--- src/hdl/input_format_pkg.sv ---
// Constants, field layouts and types shared by the input select/format block
package input_format_pkg;

	localparam int unsigned NUM_INPUTS   = 4;
	localparam int unsigned BUS_WIDTH    = 17;
	localparam int unsigned MANT_WIDTH   = 16;
	localparam int unsigned EXP_WIDTH    = 4;
	localparam int unsigned DATA_WIDTH   = 16;
	localparam int unsigned ADDR_WIDTH   = 3;
	localparam int unsigned MUX_DEPTH    = 8;

	// Register offsets
	localparam logic [2:0] CFG_A_OFFSET  = 3'h0;
	localparam logic [2:0] CFG_B_OFFSET  = 3'h1;
	localparam logic [2:0] CFG_C_OFFSET  = 3'h2;
	localparam logic [2:0] CFG_D_OFFSET  = 3'h3;
	localparam logic [2:0] ROUTE_OFFSET  = 3'h4;
	localparam logic [2:0] STATUS_OFFSET = 3'h5;

	// Input configuration field positions
	localparam int unsigned FALL_BIT     = 0;
	localparam int unsigned OWNCLK_BIT   = 1;
	localparam int unsigned IGNEXP_BIT   = 3;
	localparam int unsigned REV_BIT      = 4;
	localparam int unsigned OFFBIN_BIT   = 5;
	localparam int unsigned FMT_LSB      = 6;
	localparam int unsigned MODE_LSB     = 8;
	localparam int unsigned DELAY_LSB    = 10;
	localparam int unsigned RANGE_LSB    = 13;

	// Values after reset, and fill for unused status bits
	localparam logic [15:0] CFG_RESET    = 16'h0000;
	localparam logic [7:0]  ROUTE_RESET  = 8'he4;
	localparam logic [15:0] STATUS_UNUSED = 16'h0000;

	typedef enum logic [1:0] {
		MODE_CONTINUOUS,
		MODE_GATED,
		MODE_INTERPOLATED,
		MODE_MULTIPLEXED
	} capture_mode_t;

	typedef enum logic [1:0] {
		FMT_FIXED,
		FMT_FLOAT_14_3,
		FMT_FLOAT_15_2,
		FMT_FLOAT_16_1
	} sample_format_t;

	typedef struct packed {
		logic [15:0] mant;
		logic [3:0]  expo;
	} sample_t;

endpackage : input_format_pkg

--- src/hdl/input_capture.sv ---
// Synchroniser and edge-selected capture for one parallel sample bus
`timescale 1ns/1ps
`default_nettype none
module input_capture
	import input_format_pkg::*;
(
	input  wire logic        clock,
	input  wire logic        sys_rst,
	input  wire logic        sample_clock,
	input  wire logic [16:0] sample_bus,
	input  wire logic        input_sample_enable_n,
	input  wire logic        use_own_clock,
	input  wire logic        falling_edge,
	output logic             capture_strobe,
	output logic [16:0]      captured_bus,
	output logic             captured_enable
);

	typedef struct packed {
		logic        clk_s1;
		logic        clk_s2;
		logic        clk_s3;
		logic [16:0] bus_s1;
		logic [16:0] bus_s2;
		logic        en_s1;
		logic        en_s2;
		logic        stb;
		logic [16:0] bus_q;
		logic        en_q;
	} capture_state_t;

	capture_state_t state;
	capture_state_t next_state;
	logic           edge_seen;

	////////////////////////////////////////////////////////////////////////////
	always_comb begin
		next_state        = state;
		next_state.clk_s1 = sample_clock;
		next_state.clk_s2 = state.clk_s1;
		next_state.clk_s3 = state.clk_s2;
		next_state.bus_s1 = sample_bus;
		next_state.bus_s2 = state.bus_s1;
		next_state.en_s1  = ~input_sample_enable_n;
		next_state.en_s2  = state.en_s1;
		// Edge found on the synchronised copy; one edge per processing cycle at most, so the input clock must run slower
		edge_seen = falling_edge ? (state.clk_s3 & ~state.clk_s2) : (~state.clk_s3 & state.clk_s2);
		// Own input clock edge, or every rising processing clock edge
		next_state.stb   = use_own_clock ? edge_seen : 1'b1;
		next_state.bus_q = state.bus_s2;
		next_state.en_q  = state.en_s2;
	end

	always_ff @(posedge clock) begin
		if (sys_rst) begin
			state <= '0;
		end else begin
			state <= next_state;
		end
	end

	assign capture_strobe  = state.stb;
	assign captured_bus    = state.bus_q;
	assign captured_enable = state.en_q;

endmodule : input_capture
`default_nettype wire

--- src/hdl/adc_input_select_format.sv ---
// Four-bus input select and format stage with register port and channel routing
//
// Overview of operation
// - Every register of the block runs on the rising edge of the processing clock.
// - Each bus captures on rising or falling edge of own clock, or on every rising processing clock edge.
// - Samples decode as fixed point or floating 14/3, 15/2, 16/1.
// - Floating exponent from pins is added to the range-control exponent.
// - Configuration bit 3 ignores exponent pins, leaving range exponent only.
// - Per-input choice of two's complement or offset binary in every format.
// - Gated mode processes one sample per clock with enable low, none otherwise.
// - The enable is pipelined beside its data instead of stalling.
// - Interpolated mode zeroes the sample when enable is high, output every clock.
// - Multiplexed mode picks one channel out of up to eight.
// - Enable delayed by programmable 0 to 7 clocks loads the selection register.
// - Undelayed enable loads the next register, realigning the selected channel.
// - Delay N selects frame position N+1; zero selects the first channel.
// - Configuration bit 4 reverses the bit order of that input bus.
// - Four independent 17-bit sample input buses.
// - Each bus can feed any one or more of the four channels.
// - Each bus has its own input clock.
//
// The register offsets and the strobed register port are this design's own decisions.
`timescale 1ns/1ps
`default_nettype none
module adc_input_select_format
	import input_format_pkg::*;
(
	input  wire logic                    clock,
	input  wire logic                    sys_rst,
	input  wire logic [3:0]              sample_clock,
	input  wire logic [3:0][16:0]        sample_bus,
	input  wire logic [3:0]              input_sample_enable_n,
	input  wire logic [2:0]              address,
	input  wire logic [15:0]             write_data,
	input  wire logic                    write_strobe,
	input  wire logic                    read_strobe,
	output logic      [15:0]             read_data,
	output logic      [3:0][15:0]        channel_mantissa,
	output logic      [3:0][3:0]         channel_exponent,
	output logic      [3:0]              channel_valid
);

	typedef struct packed {
		logic [3:0][15:0] cfg;
		logic [7:0]       route;
		logic [15:0]      rdata;
		logic [3:0][7:0]  dly;
		sample_t [3:0]    sel;
		sample_t [3:0]    sec;
		logic [3:0]       sec_valid;
		sample_t [3:0]    chan;
		logic [3:0]       chan_valid;
	} block_state_t;

	block_state_t     state;
	block_state_t     next_state;
	logic [3:0]       cap_stb;
	logic [3:0][16:0] cap_bus;
	logic [3:0]       cap_en;

	////////////////////////////////////////////////////////////////////////////
	// Format decoding

	function automatic logic [16:0] reverse_bus(input logic [16:0] raw);
		logic [16:0] flipped;
		flipped = '0;
		for (int i = 0; i < 17; i++) begin
			flipped[i] = raw[16 - i];
		end
		return flipped;
	endfunction : reverse_bus

	function automatic sample_t decode_sample(input logic [16:0] raw, input logic [15:0] cfg);
		logic [16:0]    b;
		logic [15:0]    m;
		logic [2:0]     e;
		logic [2:0]     range_exp;
		sample_format_t fmt;
		sample_t        d;
		b         = cfg[REV_BIT] ? reverse_bus(raw) : raw;
		fmt       = sample_format_t'(cfg[FMT_LSB +: 2]);
		range_exp = cfg[RANGE_LSB +: 3];
		// Mantissa is always left aligned so downstream gain does not depend on format
		case (fmt)
			FMT_FIXED: begin
				m = b[16:1];
				e = 3'h0;
			end
			FMT_FLOAT_14_3: begin
				m = {b[16:3], 2'h0};
				e = b[2:0];
			end
			FMT_FLOAT_15_2: begin
				m = {b[16:2], 1'h0};
				e = {1'h0, b[1:0]};
			end
			FMT_FLOAT_16_1: begin
				m = b[16:1];
				e = {2'h0, b[0]};
			end
			default: begin
				m = b[16:1];
				e = 3'h0;
			end
		endcase
		if (cfg[OFFBIN_BIT]) begin
			m[15] = ~m[15];
		end
		if (cfg[IGNEXP_BIT]) begin
			e = 3'h0;
		end
		d.mant = m;
		if (fmt == FMT_FIXED) begin
			d.expo = 4'h0;
		end else begin
			d.expo = {1'h0, e} + {1'h0, range_exp};
		end
		return d;
	endfunction : decode_sample

	function automatic logic delayed_enable(input logic now, input logic [7:0] line, input logic [2:0] n);
		logic tap;
		tap = now;
		if (n != 3'h0) begin
			tap = line[3'(n - 3'h1)];
		end
		return tap;
	endfunction : delayed_enable

	////////////////////////////////////////////////////////////////////////////
	// One capture stage per bus, each on its own input clock or on every processing clock

	for (genvar g = 0; g < NUM_INPUTS; g++) begin : g_capture
		input_capture u_capture (
			.clock                 (clock),
			.sys_rst               (sys_rst),
			.sample_clock          (sample_clock[g]),
			.sample_bus            (sample_bus[g]),
			.input_sample_enable_n (input_sample_enable_n[g]),
			.use_own_clock         (state.cfg[g][OWNCLK_BIT]),
			.falling_edge          (state.cfg[g][FALL_BIT]),
			.capture_strobe        (cap_stb[g]),
			.captured_bus          (cap_bus[g]),
			.captured_enable       (cap_en[g])
		);
	end

	////////////////////////////////////////////////////////////////////////////
	// Next state

	always_comb begin
		capture_mode_t mode;
		sample_t       dec;
		logic          tap;
		logic [1:0]    src;
		mode       = MODE_CONTINUOUS;
		dec        = '0;
		tap        = 1'b0;
		src        = 2'h0;
		next_state = state;

		// Register writes
		if (write_strobe) begin
			case (address)
				CFG_A_OFFSET, CFG_B_OFFSET, CFG_C_OFFSET, CFG_D_OFFSET: begin
					next_state.cfg[address[1:0]] = write_data;
				end
				ROUTE_OFFSET: begin
					next_state.route = write_data[7:0];
				end
				default: begin
				end
			endcase
		end

		// Read data stands only in the cycle after the strobe
		next_state.rdata = 16'h0000;
		if (read_strobe) begin
			case (address)
				CFG_A_OFFSET, CFG_B_OFFSET, CFG_C_OFFSET, CFG_D_OFFSET: begin
					next_state.rdata = state.cfg[address[1:0]];
				end
				ROUTE_OFFSET: begin
					next_state.rdata = {8'h00, state.route};
				end
				STATUS_OFFSET: begin
					next_state.rdata = {STATUS_UNUSED[15:8], cap_en, state.sec_valid};
				end
				default: begin
					next_state.rdata = 16'h0000;
				end
			endcase
		end

		// Per-input mode handling
		for (int i = 0; i < NUM_INPUTS; i++) begin
			mode = capture_mode_t'(state.cfg[i][MODE_LSB +: 2]);
			dec  = decode_sample(cap_bus[i], state.cfg[i]);
			tap  = delayed_enable(cap_en[i], state.dly[i], state.cfg[i][DELAY_LSB +: 3]);
			next_state.sec_valid[i] = 1'b0;
			if (cap_stb[i]) begin
				next_state.dly[i] = {state.dly[i][6:0], cap_en[i]};
				case (mode)
					MODE_CONTINUOUS: begin
						next_state.sec[i]       = dec;
						next_state.sec_valid[i] = 1'b1;
					end
					MODE_GATED: begin
						// Valid flag rides with the word, nothing upstream stalls
						if (cap_en[i]) begin
							next_state.sec[i] = dec;
						end
						next_state.sec_valid[i] = cap_en[i];
					end
					MODE_INTERPOLATED: begin
						// Spacing of enables is the source's job; no check for it here
						next_state.sec[i]       = cap_en[i] ? dec : '0;
						next_state.sec_valid[i] = 1'b1;
					end
					MODE_MULTIPLEXED: begin
						// Frame start pulse marks channel one
						if (tap) begin
							next_state.sel[i] = dec;
						end
						// Output shows the previous frame's pick, one frame of latency
						if (cap_en[i]) begin
							next_state.sec[i] = state.sel[i];
						end
						next_state.sec_valid[i] = cap_en[i];
					end
					default: begin
						next_state.sec_valid[i] = 1'b0;
					end
				endcase
			end
		end

		// Channel routing: one bus may feed several channels
		for (int k = 0; k < NUM_INPUTS; k++) begin
			src                      = state.route[2*k +: 2];
			next_state.chan[k]       = state.sec[src];
			next_state.chan_valid[k] = state.sec_valid[src];
		end
	end

	////////////////////////////////////////////////////////////////////////////
	// State register on the processing clock

	always_ff @(posedge clock) begin
		if (sys_rst) begin
			state            <= '0;
			state.cfg        <= {NUM_INPUTS{CFG_RESET}};
			state.route      <= ROUTE_RESET;
		end else begin
			state <= next_state;
		end
	end

	////////////////////////////////////////////////////////////////////////////
	// Outputs straight from the state register

	assign read_data     = state.rdata;
	assign channel_valid = state.chan_valid;

	for (genvar k = 0; k < NUM_INPUTS; k++) begin : g_out
		assign channel_mantissa[k] = state.chan[k].mant;
		assign channel_exponent[k] = state.chan[k].expo;
	end

endmodule : adc_input_select_format
`default_nettype wire

--- config.mk ---
export PLATFORM = sky130hd
export DESIGN_NAME = adc_input_select_format
export DESIGN_NICKNAME = d
export VERILOG_FILES = /design/src/hdl/input_format_pkg.sv /design/src/hdl/input_capture.sv /design/src/hdl/adc_input_select_format.sv
export SDC_FILE = /design/constraint.sdc
export NUM_CORES = 1
export LEC_CHECK = 0
export BUFFER_PORTS_ARGS = -buffer_cell sky130_fd_sc_hd__buf_2
export CORE_MARGIN = 1
export CORE_UTILIZATION = 50
export DETAILED_ROUTE_END_ITERATION = 7
export GPL_TIMING_DRIVEN = 0
export PLACE_DENSITY = 0.68
export SLEW_MARGIN = 20
export SYNTH_ARGS = -nofsm -noshare
export SYNTH_HDL_FRONTEND = slang
export SYNTH_SLANG_ARGS = --single-unit
--- constraint.sdc ---
create_clock -name clock -period 2.5 [get_ports clock]
set_input_delay 0.25 -clock clock [delete_from_list [all_inputs] [get_ports clock]]
set_output_delay 0.25 -clock clock [all_outputs]
set_load 0.01 [all_outputs]
* Word-level counts from Yosys, hierarchy flattened
Cells that the tools add are included.
** Storage, ports and cells
- Bits in registers :: 600
- Input port bits :: 99
** Operators by class
- Add/sub/neg operators :: 8
- Magnitude comparators :: 10
- Equality and inequality tests :: 37
- Mux-type cells :: 86
- Bitwise operators :: 29
- Reduce and logical (&&, ||, !) cells :: 42
** Operators by type and width (count)
- 20-bit 2-to-1 mux :: 16
- 20-bit one-hot mux with 4 select lines :: 4
- 16-bit one-hot mux with 3 select lines :: 5
- 20-bit binary-select mux with 2-bit select :: 4
- 17-bit 2-to-1 mux :: 4
- 64-bit bitwise mux :: 1
- 3-bit one-hot mux with 4 select lines :: 4
- 2-bit OR reduction :: 17
- 16-bit binary-select mux with 2-bit select :: 1
- 16-bit demux with 2-bit select :: 1
- 2-bit equality test (second input constant) :: 16
- 16-bit 2-to-1 mux :: 2
- 1-bit 2-to-1 mux :: 24
- 3-bit AND reduction :: 8
- 1-bit NOT :: 21
- 3-bit by 3-bit adder with 4-bit output :: 4
- 2-bit by 1-bit equality test with 1-bit output (second input constant) :: 8
- 2-bit logical NOT :: 8
- 3-bit by 4-bit < comparator with 1-bit output (second input constant) :: 4
- 4-bit 2-to-1 mux :: 4
- 2-bit by 1-bit != test with 1-bit output (second input constant) :: 8
- 2-bit by 3-bit < comparator with 1-bit output (second input constant) :: 5
- 1-bit binary-select mux with 3-bit select :: 4
- 3-bit 2-to-1 mux :: 4
- other kinds (13) :: 35

* Longest topological paths before layout
Gate-level depths: netlist of run 1.
- Depth after elaboration :: 7
- Depth in mapped cells :: 10
- Depth with buffers taken out :: 10

* By module
From an unflattened synthesis of run 1, not the netlist that was laid out.
** Second synthesis, totals
- Cells, all modules :: 2453
- Area, all modules :: 25460.7 µm²
** Modules (own cells, without submodules)
- adc_input_select_format :: times used 1, cells an instance 1889, area an instance 18634.1 µm², seq. area each 7367.1 µm²
- input_capture :: times used 4, cells an instance 141, area an instance 1706.6 µm², seq. area each 1161.1 µm²

* Least setup slack after synthesis of run 1
No wires, ideal clock.
- Path type :: reg-to-reg
- Start :: register state[340] (netlist name)
- End :: register state[130] (netlist name)
- Data arrival time :: 2.175 ns
- Data required time :: 2.414 ns
- Setup slack :: 0.240 ns
- Cell stages (with the launch flop) :: 11
- Buffers on the path :: 2
- Path through :: dfxtp_1 buf_2 buf_2 mux2i_1 nor4_1 ha_1 fa_1 xnor2_1 nor2_1 a22oi_1 a211oi_1
** Between the ends
- Cells in the longest elaborated chain, start to end :: 7
** Ends and longest elaborated chain
- from (decl) :: line adc_input_select_format.sv:55 : block_state_t state;
- from (signal assigned) :: line adc_input_select_format.sv:255 : state <= next_state;
- 17-bit 2-to-1 mux (*) :: line adc_input_select_format.sv:80 : b = cfg[REV_BIT] ? reverse_bus(raw) : raw;
- 3-bit one-hot mux with 4 select lines (*) :: line adc_input_select_format.sv:84 : case (fmt)
- 3-bit 2-to-1 mux (*) :: line adc_input_select_format.sv:109 : if (cfg[IGNEXP_BIT]) begin
- 3-bit by 3-bit adder with 4-bit output (*) :: line adc_input_select_format.sv:116 : d.expo = {1'h0, e} + {1'h0, range_exp};
- 4-bit 2-to-1 mux (*) :: line adc_input_select_format.sv:113 : if (fmt == FMT_FIXED) begin
- 20-bit 2-to-1 mux (on tied branches) :: line adc_input_select_format.sv:217, adc_input_select_format.sv:210
- 20-bit one-hot mux with 4 select lines (*) :: line adc_input_select_format.sv:203 : case (mode)
Mark *: on every way between the ends. The rest lies on a longest branch, timed or not. The select of a mux whose other input is x is not followed.
A chain may end at the register's enable or synchronous reset.

* Final worst setup path of run 1
- Start :: register state[326] (netlist name)
- End :: register state[111] (netlist name)
** Between the ends
- Cells in the longest elaborated chain, start to end :: 7
** Ends and longest elaborated chain (line)
- 2-bit equality test, or another cell as far along :: adc_input_select_format.sv:84
- 3-bit one-hot mux with 4 select lines :: adc_input_select_format.sv:84
- 3-bit 2-to-1 mux :: adc_input_select_format.sv:109
- 3-bit by 3-bit adder with 4-bit output :: adc_input_select_format.sv:116
- 4-bit 2-to-1 mux (*) :: adc_input_select_format.sv:113
- 20-bit 2-to-1 mux (on tied branches) :: adc_input_select_format.sv:217, adc_input_select_format.sv:210
- 20-bit one-hot mux with 4 select lines (*) :: adc_input_select_format.sv:203
Marked as above.

==> flow_metrics.tcl, run 1 <==
set metrics [dict create \
    run_status "finished, final reports clean" \
    layout_worst_path_cycle_share 0.9804 \
    post_synthesis_net_count 2523 \
    grt_remaining_overflow 0 \
    clock_pin_slew_worst_setup_and_hold_paths_ns 0.06 \
    drt_wl_total_mm 70.21 \
    path_category_of_the_worst_min_delay_check "in -> reg" \
    clock_skew_ns 0.02968 \
    layout-drive-gt1-share 0.2393 \
    cts.path.max_buffers 3 \
    power.sequential.fraction 0.469 \
    clock-sinks 600 \
    routedWlPerCell_um 20.34 \
    vdd.ir_drop.worst_uv 618.5 \
    detail_route.iter0.violations 1552 \
    average_cell_area_after_synthesis_um2 10.48 \
    relSlewSlack 0.3128 \
    max_freq_mhz 408.0 \
    postSynth.asyncResetShare 0 \
    grtUsageTotal 0.2767 \
    cts.root.buffer_cell "sky130_fd_sc_hd__clkbuf_16" \
    final_cells 3451 \
    numPlacedInstances 3238 \
    rows 81 \
    die_area_mm2 0.05072 \
    synth_common_cells "600 x sky130_fd_sc_hd__dfxtp_1, 325 x sky130_fd_sc_hd__nor2b_1, 218 x sky130_fd_sc_hd__a21oi_1" \
    final_hold_viol_count 0 \
    critical_path_required_ns 2.97 \
    finish.net_count 2886 \
    num_vias 18870 \
    period_minus_slack_ns 2.451 \
    horizontal_die_dimension_um 225.2 \
    grt_setup_unrepaired "true" \
    clk-insertion-delay-late_ns 0.63 \
    internal-power_mw 16.66 \
    gp_congestion 0.9599 \
    yosysMostFrequentCell "sky130_fd_sc_hd__dfxtp_1" \
    power.net_switching_mw 4.922 \
    max_cap_violations 0 \
    setup.worst_path.start_class "register" \
    grt_pass1_wl_mm 105.8 \
    setup_viol 0 \
    clock_power_share 0.452 \
    switching_share 0.2280 \
    detailedRoute.firstPassIterationCount 6 \
    die_y_um 225.2 \
    via_count_of_the_first_global_routing_pass 18172 \
    synth-seq-area-share 0.4821 \
    comb_power_frac 0.078 \
    synth.top_cells.by_area "sky130_fd_sc_hd__dfxtp_1 48%, sky130_fd_sc_hd__mux4_2 9.8%, sky130_fd_sc_hd__nor2b_1 8.2%" \
    antenna_cells 0 \
    cts-buffers-inserted 59 \
    cellPowerDensity_mw_per_mm2 715.4 \
    placeableCoreArea_mm2 0.04905 \
    initial_cell_density_of_the_core 0.5079 \
    p_leak_nw 11.66 \
    synth-warning-count 0 \
    clock_tree.htree_level_count 2 \
    post-route-drc-count 0 \
    flow.area_growth_from_synthesis_pct 21.10 \
    timing.critical_path.to_type "register" \
    route.detailed.vias_per_inst 5.468 \
    timing.critical_path.arrival_ns 2.92 \
    pin_count_of_the_biggest_net_entering_global_routing 17 \
    synth-edff-count 0 \
    synthDominantCellAreaShare 0.4821 \
    worstMarginPinSlew_ns 1.031 \
    antenna_violating_nets_post_route 0 \
    critical_path_class "reg -> reg" \
    ios 199 \
    grt_antenna_before_repair 0 \
    synth_top_flop_cell "sky130_fd_sc_hd__dfxtp_1" \
    syn-cell-area_mm2 0.02491 \
    number_of_max_slew_violations_in_the_final_report 0 \
    post_synth_num_cell_types 47 \
    tritoncts "done" \
    setup-tns-final_ns 0 \
    numPortBuffers 197 \
    synth_top_area_cell "sky130_fd_sc_hd__dfxtp_1" \
    worstPathMaxFanout 6 \
    post_synth_inst_count 2377 \
    hpwl_mm 53.84 \
    synth.ff_latch_count 600 \
]
[metrics by stage]
stage	utilization	hold slack (ns)	instance area [um^2]	power [mW]	setup WS (ns)
after global routing	0.6151	0.1902	30170	22.28	-0.02487
after detailed placement	0.5449	0.4029	26730	11.87	-0.3053
after global placement	0.5449	0.4043	26730	11.83	-0.2646
final	0.6151	0.1566	30170	21.58	0.04909
after floorplan	-	0.3167	24910	11.28	0.2400
after CTS	0.6108	0.1311	29960	21.64	0.004709
[cell usage in the layout (no fill, tap or decap), drive strengths merged, types with 100 or more instances in the layout]
cell type	count
a211oi	116
nor2	150
nand2	153
dfxtp	600
clkbuf	207
nor2b	325
mux4	108
buf	363
a21oi	224
mux2i	100
[power by group through the flow]
stage               registers [mW]  logic (mW)  clock network [mW]
finish                        10.1        1.69                9.76
global route                  10.2        1.82                10.3
CTS                           10.1        1.66                9.86
detailed placement            10.3        1.53                   0
global placement              10.3        1.51                   0
floorplan                     10.2        1.05                   0
[final timing paths]
check / from / to / slack (ns) / cells after the start
max: state[326] / state[111] / 0.05 / 9
min: read_strobe / read_data[3] / 0.16 / 4
max reg2reg: state[326] / state[111] / 0.05 / 9
min reg2reg: g_capture[1].u_capture.next_state[10] / g_capture[1].u_capture.captured_bus[9] / 0.41 / 1
[area by class of cell]
class	count	area (um^2)
Sequential cell	600	12050
Multi-Input combinational cell	1473	11300
Fill cell	4085	18880
Timing Repair Buffer	302	2011
Tap cell	664	830.8
Clock inverter	27	437.9
Clock buffer	81	1760
Inverter	25	93.84
Buffer	279	1694
[timing repair]
action,in CTS,in global routing
pin swaps,4,11
resized for setup,26,45
gates cloned,1,1
endpoints found under the hold margin,145,0
hold buffers,92,0
buffers inserted,3,8
setup endpoints to repair,83,78
[metal layers]
metal  up-vias  part of all wire  GRT usage
met5         -                 0          0
met4         0             0.037     0.1124
met3       146             0.081    0.04615
met2       811              0.47     0.4581
met1      9031              0.41     0.3592
li1       8882                 -          -
[worst max-delay path, cell delays in order (launching register included)]
cell	delay [ns]
sky130_fd_sc_hd__dfxtp_2	0.40
sky130_fd_sc_hd__inv_1	0.08
sky130_fd_sc_hd__ha_1	0.27
sky130_fd_sc_hd__nor4_1	0.48
sky130_fd_sc_hd__ha_1	0.33
sky130_fd_sc_hd__a21o_1	0.16
sky130_fd_sc_hd__a21oi_1	0.14
sky130_fd_sc_hd__nor2_1	0.08
sky130_fd_sc_hd__a22oi_1	0.26
sky130_fd_sc_hd__a211oi_1	0.12
[cell families after synthesis]
| family | after synthesis | share of synthesized area |
|---|---|---|
| AOI/OAI and AO/OA | 445 | 0.1187 |
| xor gates and xnor gates | 8 | 0.002812 |
| adders and majority gates | 47 | 0.02481 |
| buffers and inverters | 304 | 0.06825 |
| DFF | 600 | 0.4821 |
| muxes | 228 | 0.1468 |
| and+or+nand+nor | 745 | 0.1565 |
[flip-flops by register name, indices dropped and copies added, names as in the netlist]
signal                               cells
g_capture.u_capture.captured_bus        68
state                                  268
read_data                               16
g_capture.u_capture.capture_strobe       4
channel_exponent                        16
channel_valid                            4
g_capture.u_capture.next_state         152
channel_mantissa                        64
g_capture.u_capture.state                4
g_capture.u_capture.captured_enable      4
(Power assumes the default switching activity.)
==> run 2: changes to the inputs <==
CTS_BUF_LIST = sky130_fd_sc_hd__clkbuf_8   (was unset)
SKIP_LAST_GASP = 1   (was unset)
==> run 2 against run 1 <==
  * Die area unchanged
  * Worst setup slack worse by 0.027 ns
  * Flip-flop and latch count unchanged
  * First-iteration DRC count up 7.1%
  * Power down 3.9%
  * Non-clock buffer count up 4
  * Clock power down 8.8%
==> flow_metrics.tcl, run 2 (synthesis gave the netlist of run 1 again) <==
set metrics [dict create \
    run_status "finished, final reports clean" \
    horizontal_die_dimension_um 225.2 \
    switching_share 0.2404 \
    final_common_cell "sky130_fd_sc_hd__dfxtp_1" \
    routedWlPerCell_um 20.14 \
    die_area_mm2 0.05072 \
    timing.critical_path.to_type "register" \
    critical_path_s_slowest_cell "sky130_fd_sc_hd__mux4_2" \
    layout-drive-gt1-share 0.2496 \
    critical_path_class "reg -> reg" \
    worst_hold_path.num_cells 4 \
    grt_remaining_overflow 0 \
    power.sequential.fraction 0.489 \
    post-route-drc-count 0 \
    hpwl_mm 53.84 \
    die_y_um 225.2 \
    cts.root.buffer_cell "sky130_fd_sc_hd__clkbuf_8" \
    clock_skew_ns 0.03013 \
    ios 199 \
    internal-power_mw 15.75 \
    grt_setup_unrepaired "true" \
    detail_route.iter0.violations 1662 \
    placeableCoreArea_mm2 0.04905 \
    cp_cell_sequence "inv_1, ha_4, buf_6, mux2i_1, mux4_2, a22o_4, nor2_8, clkbuf_16, a211oi_2" \
    grtUsageTotal 0.2790 \
    worstPathMaxFanout 7 \
    power.net_switching_mw 4.985 \
    tritoncts "done" \
    antenna_violating_nets_post_route 0 \
    initial_cell_density_of_the_core 0.5079 \
    top_register "state" \
    multi_input_gate_area_in_the_final_layout_mm2 0.01130 \
    layout_worst_path_cycle_share 0.9913 \
    clock-sinks 600 \
    critical_path_required_ns 3.03 \
    number_of_max_slew_violations_in_the_final_report 0 \
    clock_pin_slew_worst_setup_and_hold_paths_ns 0.06 \
    setup_viol 0 \
    grt_antenna_before_repair 0 \
    cellPowerDensity_mw_per_mm2 687.8 \
    clk-insertion-delay-late_ns 0.70 \
    timing.critical_path.arrival_ns 3.01 \
    fin_ws_ns 0.02165 \
    largest_register_ff_count 268 \
    cts.path.max_buffers 3 \
    route.detailed.vias_per_inst 5.401 \
    antenna_cells 0 \
    numPortBuffers 197 \
    detailedRoute.firstPassIterationCount 5 \
    worstMarginPinSlew_ns 1.039 \
    num_vias 19016 \
    gp_congestion 0.9599 \
    total_power_mw 20.74 \
    cts-buffers-inserted 93 \
    clock_tree.htree_level_count 3 \
    drt_wl_total_mm 70.92 \
    ff2ff_path_depth 9 \
    finish.net_count 2924 \
    register_area_mm2 0.01205 \
    period_minus_slack_ns 2.478 \
    final_hold_viol_count 0 \
    flow.area_growth_from_synthesis_pct 21.03 \
    most_frequent_cells_in_the_layout "585 x sky130_fd_sc_hd__dfxtp_1, 325 x sky130_fd_sc_hd__nor2b_1, 218 x sky130_fd_sc_hd__a21oi_1" \
    clock_power_share 0.429 \
    via_count_of_the_first_global_routing_pass 18338 \
    max_freq_mhz 403.5 \
    setup.worst_path.start_class "register" \
    worst_path_largest_cell_delay_ns 0.53 \
    pin_count_of_the_biggest_net_entering_global_routing 14 \
    worst_hold_slack_after_final_layout_ns 0.08530 \
    rows 81 \
    comb_power_frac 0.082 \
    p_leak_nw 11.81 \
    relSlewSlack 0.3073 \
    dpl_cell_area_mm2 0.02673 \
    grt_pass1_wl_mm 106.4 \
    post-route-cell-area_mm2 0.03015 \
    path_category_of_the_worst_min_delay_check "in -> reg" \
    vdd.ir_drop.worst_uv 482.2 \
    fillerInstances 4124 \
    worst_setup_timing_slack_at_the_placement_stage_ns -0.3053 \
    max_cap_violations 0 \
]
-- run 2: cell count changes in the layout (fill, tap and decap cells not counted), moves of 3 or more --
| cell | before | now |
|---|---|---|
| sky130_fd_sc_hd__clkinv_4 | 7 | 0 |
| sky130_fd_sc_hd__buf_12 | 2 | 7 |
| sky130_fd_sc_hd__bufinv_16 | 10 | 5 |
| sky130_fd_sc_hd__clkbuf_1 | 128 | 125 |
| sky130_fd_sc_hd__inv_1 | 22 | 47 |
| sky130_fd_sc_hd__clkbuf_8 | 18 | 126 |
| sky130_fd_sc_hd__clkinv_2 | 4 | 13 |
| sky130_fd_sc_hd__clkbuf_16 | 60 | 1 |
-- run 2: final cells by class --
type | count | share of cell area
flip-flops and latches | 600 | 0.3995
multi-input cells | 1473 | 0.3746
repair buffers | 306 | 0.06917
clock buffers | 126 | 0.05751
plain buffers | 279 | 0.05660
well taps | 664 | 0.02755
clock inverters | 48 | 0.01199
inverters | 25 | 0.003112
-- run 2: metal layers --
| layer | vias up | share of wire | track usage |
|---|---|---|---|
| met5 | - | 0 | 0 |
| met2 | 803 | 0.48 | 0.4654 |
| met3 | 117 | 0.079 | 0.05150 |
| met4 | 0 | 0.028 | 0.1031 |
| li1 | 8994 | - | - |
| met1 | 9102 | 0.42 | 0.3601 |
-- run 2: worst max-delay path: cells and delay by family, from the launching register on --
kind,cells,cell delay [ns]
compound gates,2,0.39
fa+ha+maj,1,0.23
buf+inv,3,0.47
flops,1,0.36
mux,2,0.68
simple gates,1,0.19
-- run 2: final timing paths --
kind,startpoint,end,slack (ns)
min reg2reg,g_capture[0].u_capture.next_state[1],g_capture[0].u_capture.captured_bus[0],0.42
max reg2reg,state[330],state[197],0.02
max,state[330],state[197],0.02
min,read_strobe,read_data[3],0.09
-- run 2: stage by stage --
step | setup TNS (ns) | utilization | cells
6_report | 0 | 0.6147 | 3521
3_3_place_gp | -3.384 | 0.5449 | 3238
4_1_cts | -0.1255 | 0.6082 | 3508
3_5_place_dp | -6.651 | 0.5449 | 3238
5_1_grt | -0.1729 | 0.6147 | 3521
2_1_floorplan | 0 | - | 2377
-- run 2: power groups by stage --
stage / Clock (mW) / Combinational [mW] / Sequential, mW
floorplan: 0 / 1.05 / 10.2
global placement: 0 / 1.51 / 10.3
detailed placement: 0 / 1.53 / 10.3
CTS: 9.05 / 1.66 / 10.1
global route: 9.53 / 1.83 / 10.2
finish: 8.90 / 1.70 / 10.1
-- run 2: timing repair --
action / in CTS / in global routing
gates cloned: 1 / 1
hold buffers: 92 / 0
setup buffers: 3 / 12
hold endpoints to repair: 148 / 0
setup endpoints to repair: 83 / 79
resized for setup: 18 / 51
pin swaps: 3 / 14
==> run 3: changes to the inputs <==
SYNTH_HIERARCHICAL = 1   (was unset)
==> run 3 against run 2 <==
  * Final cell count increased by 2.2%
  * Wire length increased by 0.13%
  * First-iteration DRC count decreased by 4.3%
  * Utilization decreased by 0.12 points
  * Clock skew increased by 0.0089 ns
  * Final area increased by 2.1%
  * Non-clock buffer count increased by 62
  * Critical path type unchanged
  * Highest routed layer unchanged
==> flow_metrics.tcl, run 3 <==
set metrics [dict create \
    run_status "finished, final reports clean" \
    p_leak_nw 12.33 \
    cp_cell_sequence "buf_8, buf_12, mux2i_1, nor4_1, ha_1, inv_1, fa_1, xor2_1, nor2_1, a22oi_1, a211oi_2" \
    post_synth_num_cell_types 51 \
    ff2ff_path_depth 11 \
    reg2reg_slack_ns 0.008 \
    max_freq_mhz 401.3 \
    clock-sinks 600 \
    top_register "state" \
    synth.top_cells.by_area "sky130_fd_sc_hd__dfxtp_1 47%, sky130_fd_sc_hd__mux4_2 9.6%, sky130_fd_sc_hd__nor2b_1 7.4%" \
    worstPathMaxFanout 10 \
    synth_common_cells "600 x sky130_fd_sc_hd__dfxtp_1, 301 x sky130_fd_sc_hd__nor2b_1, 195 x sky130_fd_sc_hd__a21oi_1" \
    post-route-drc-count 0 \
    setup.worst_path.start_class "register" \
    setup-tns-final_ns 0 \
    yosysMostFrequentCell "sky130_fd_sc_hd__dfxtp_1" \
    synth.ff_latch_count 600 \
    final_cells 3599 \
    most_frequent_cells_in_the_layout "588 x sky130_fd_sc_hd__dfxtp_1, 301 x sky130_fd_sc_hd__nor2b_1, 235 x sky130_fd_sc_hd__buf_2" \
    synth-warning-count 6 \
    internal-power_mw 15.99 \
    route.detailed.vias_per_inst 5.401 \
    detail_route.iter0.violations 1590 \
    worst_path_largest_cell_delay_ns 0.39 \
    switching_share 0.2400 \
    postSynth.asyncResetShare 0 \
    die_y_um 227.7 \
    global_route.usage.met2 0.4354 \
    cts-buffers-inserted 96 \
    grtUsageTotal 0.2735 \
    synthDominantCellAreaShare 0.4718 \
    antenna_violating_nets_post_route 0 \
    clk-insertion-delay-late_ns 0.70 \
    largest_register_ff_count 268 \
    routedWlPerCell_um 19.73 \
    max_cap_violations 0 \
    detailedRoute.firstPassIterationCount 6 \
    post-route-cell-area_mm2 0.03078 \
    synth-edff-count 0 \
    grt_pass1_wl_mm 107.0 \
    die_area_mm2 0.05183 \
    fillerInstances 4117 \
    numPortBuffers 198 \
    worst_r2r_startpoint "state[308]" \
    layout-drive-gt1-share 0.2846 \
    final_common_cell "sky130_fd_sc_hd__dfxtp_1" \
    multi_input_gate_area_in_the_final_layout_mm2 0.01142 \
    syn-cell-area_mm2 0.02546 \
    drt_wl_total_mm 71.01 \
    worstMarginPinSlew_ns 0.8328 \
    comb_power_frac 0.083 \
    placeableCoreArea_mm2 0.05017 \
    gr-max-usage-layer "met2" \
    synth_top_area_cell "sky130_fd_sc_hd__dfxtp_1" \
    period_minus_slack_ns 2.492 \
    vdd.ir_drop.worst_uv 539.1 \
    average_cell_area_after_synthesis_um2 10.38 \
    synth_top_flop_cell "sky130_fd_sc_hd__dfxtp_1" \
    setup_viol 0 \
    gp_congestion 0.9692 \
    hpwl_mm 52.25 \
    power.sequential.fraction 0.482 \
    post_synth_inst_count 2453 \
    final_hold_viol_count 0 \
    num_vias 19437 \
    cts.path.max_buffers 3 \
    number_of_max_slew_violations_in_the_final_report 0 \
    register_area_mm2 0.01205 \
    layout_worst_path_cycle_share 0.9968 \
    gr-usage-met3 0.06492 \
    clock_pin_slew_worst_setup_and_hold_paths_ns 0.06 \
    antenna_cells 0 \
    via_count_of_the_first_global_routing_pass 19196 \
    critical_path.reg2reg.endpoint "state[90]" \
    critical_path_class "reg -> reg" \
    cellPowerDensity_mw_per_mm2 683.4 \
    total_power_mw 21.04 \
    grt_remaining_overflow 0 \
    initial_cell_density_of_the_core 0.5075 \
    critical_path_s_slowest_cell "sky130_fd_sc_hd__fa_1" \
    timing.critical_path.to_type "register" \
    numPlacedInstances 3323 \
    power.net_switching_mw 5.049 \
    path_category_of_the_worst_min_delay_check "in -> reg" \
    timing.critical_path.arrival_ns 3.09 \
    worst_setup_path_startpoint "state[308]" \
    pin_count_of_the_biggest_net_entering_global_routing 19 \
    tritoncts "done" \
    rows 82 \
    relSlewSlack 0.4448 \
    synth-seq-area-share 0.4718 \
    clock_tree.htree_level_count 3 \
    global_route.usage.met1 0.3426 \
    ios 199 \
    cts.root.buffer_cell "sky130_fd_sc_hd__clkbuf_8" \
    grt_antenna_before_repair 2 \
    worst_hold_slack_after_final_layout_ns 0.1387 \
    critical_path_required_ns 3.10 \
    clock_power_share 0.435 \
    clock_skew_ns 0.03902 \
    finish.net_count 2998 \
    post_synthesis_net_count 2600 \
    dpl_cell_area_mm2 0.02729 \
    flow.area_growth_from_synthesis_pct 20.90 \
    grt_setup_unrepaired "true" \
    horizontal_die_dimension_um 227.7 \
    critPathCapture "state[90]" \
]
==> run 3: through the flow <==
| step | setup WS [ns] | utilization |
|---|---|---|
| after CTS | -0.04671 | 0.6072 |
| final | 0.008113 | 0.6135 |
| after detailed placement | -0.3559 | 0.5440 |
| after floorplan | 0.2056 | - |
| after global routing | -0.07715 | 0.6135 |
| after global placement | -0.3485 | 0.5440 |
==> run 3: layout make-up <==
cell class,instances,area share
buffer,348,0.07231
clock buffer,122,0.05455
clock inverter,52,0.01488
inverter,31,0.003780
multi-input combinational,1475,0.3709
sequential,600,0.3915
tap,672,0.02732
timing repair buffer,299,0.06475
==> run 3: critical path: cells and delay by family, from the launching register on <==
kind / cells / cell delay [ns]
flops: 1 / 0.34
buf+inv: 3 / 0.39
xor+xnor: 1 / 0.16
fa+ha+maj: 2 / 0.60
simple gates: 2 / 0.38
compound gates: 2 / 0.37
mux: 1 / 0.12
==> run 3: worst min path at each step <==
| stage | start | endpoint | slack, ns | cells past startpoint |
|---|---|---|---|---|
| 6_report | address[2] | state[301] | 0.14 | 4 |
| 5_1_grt | address[2] | state[301] | 0.15 | 4 |
| 4_1_cts | address[2] | state[301] | 0.09 | 4 |
| 3_5_place_dp | input_sample_enable_n[2] | g_capture[2].u_capture/next_state[19] | 0.42 | 2 |
| 3_3_place_gp | input_sample_enable_n[2] | g_capture[2].u_capture/next_state[19] | 0.41 | 2 |
| 2_1_floorplan | input_sample_enable_n[0] | g_capture[0].u_capture/next_state[19] | 0.32 | 1 |
==> run 3: power by group through the flow <==
stage	clock, mW	combinational (mW)	sequential [mW]
after floorplan	0	1.10	10.2
after global placement	0	1.54	10.3
after detailed placement	0	1.57	10.3
after CTS	9.31	1.70	10.1
after global routing	9.81	1.88	10.2
final	9.16	1.74	10.1
==> run 3: logic make-up after synthesis <==
logic type,Yosys count,synth area share
and+or+nand+nor,768,0.1581
DFF,600,0.4718
AOI/OAI and AO/OA,422,0.1093
buffers and inverters,379,0.08900
muxes,228,0.1443
adders and majority gates,48,0.02477
xor gates and xnor gates,8,0.002752
==> run 3: routing by layer <==
metal / up-vias / routed length [um]
li1: 9147 / -
met1: 9232 / 29020
met2: 855 / 32520
met3: 203 / 5942
met4: 0 / 3529
met5: - / 0
==> run 3: repair_timing <==
| action | CTS | global route |
|---|---|---|
| setup endpoints to repair | 66 | 90 |
| gates cloned | 0 | 1 |
| gates resized for setup | 22 | 82 |
| hold buffers | 93 | 0 |
| setup buffers | 5 | 3 |
| endpoints found under the hold margin | 148 | 0 |
| pin swaps | 6 | 19 |
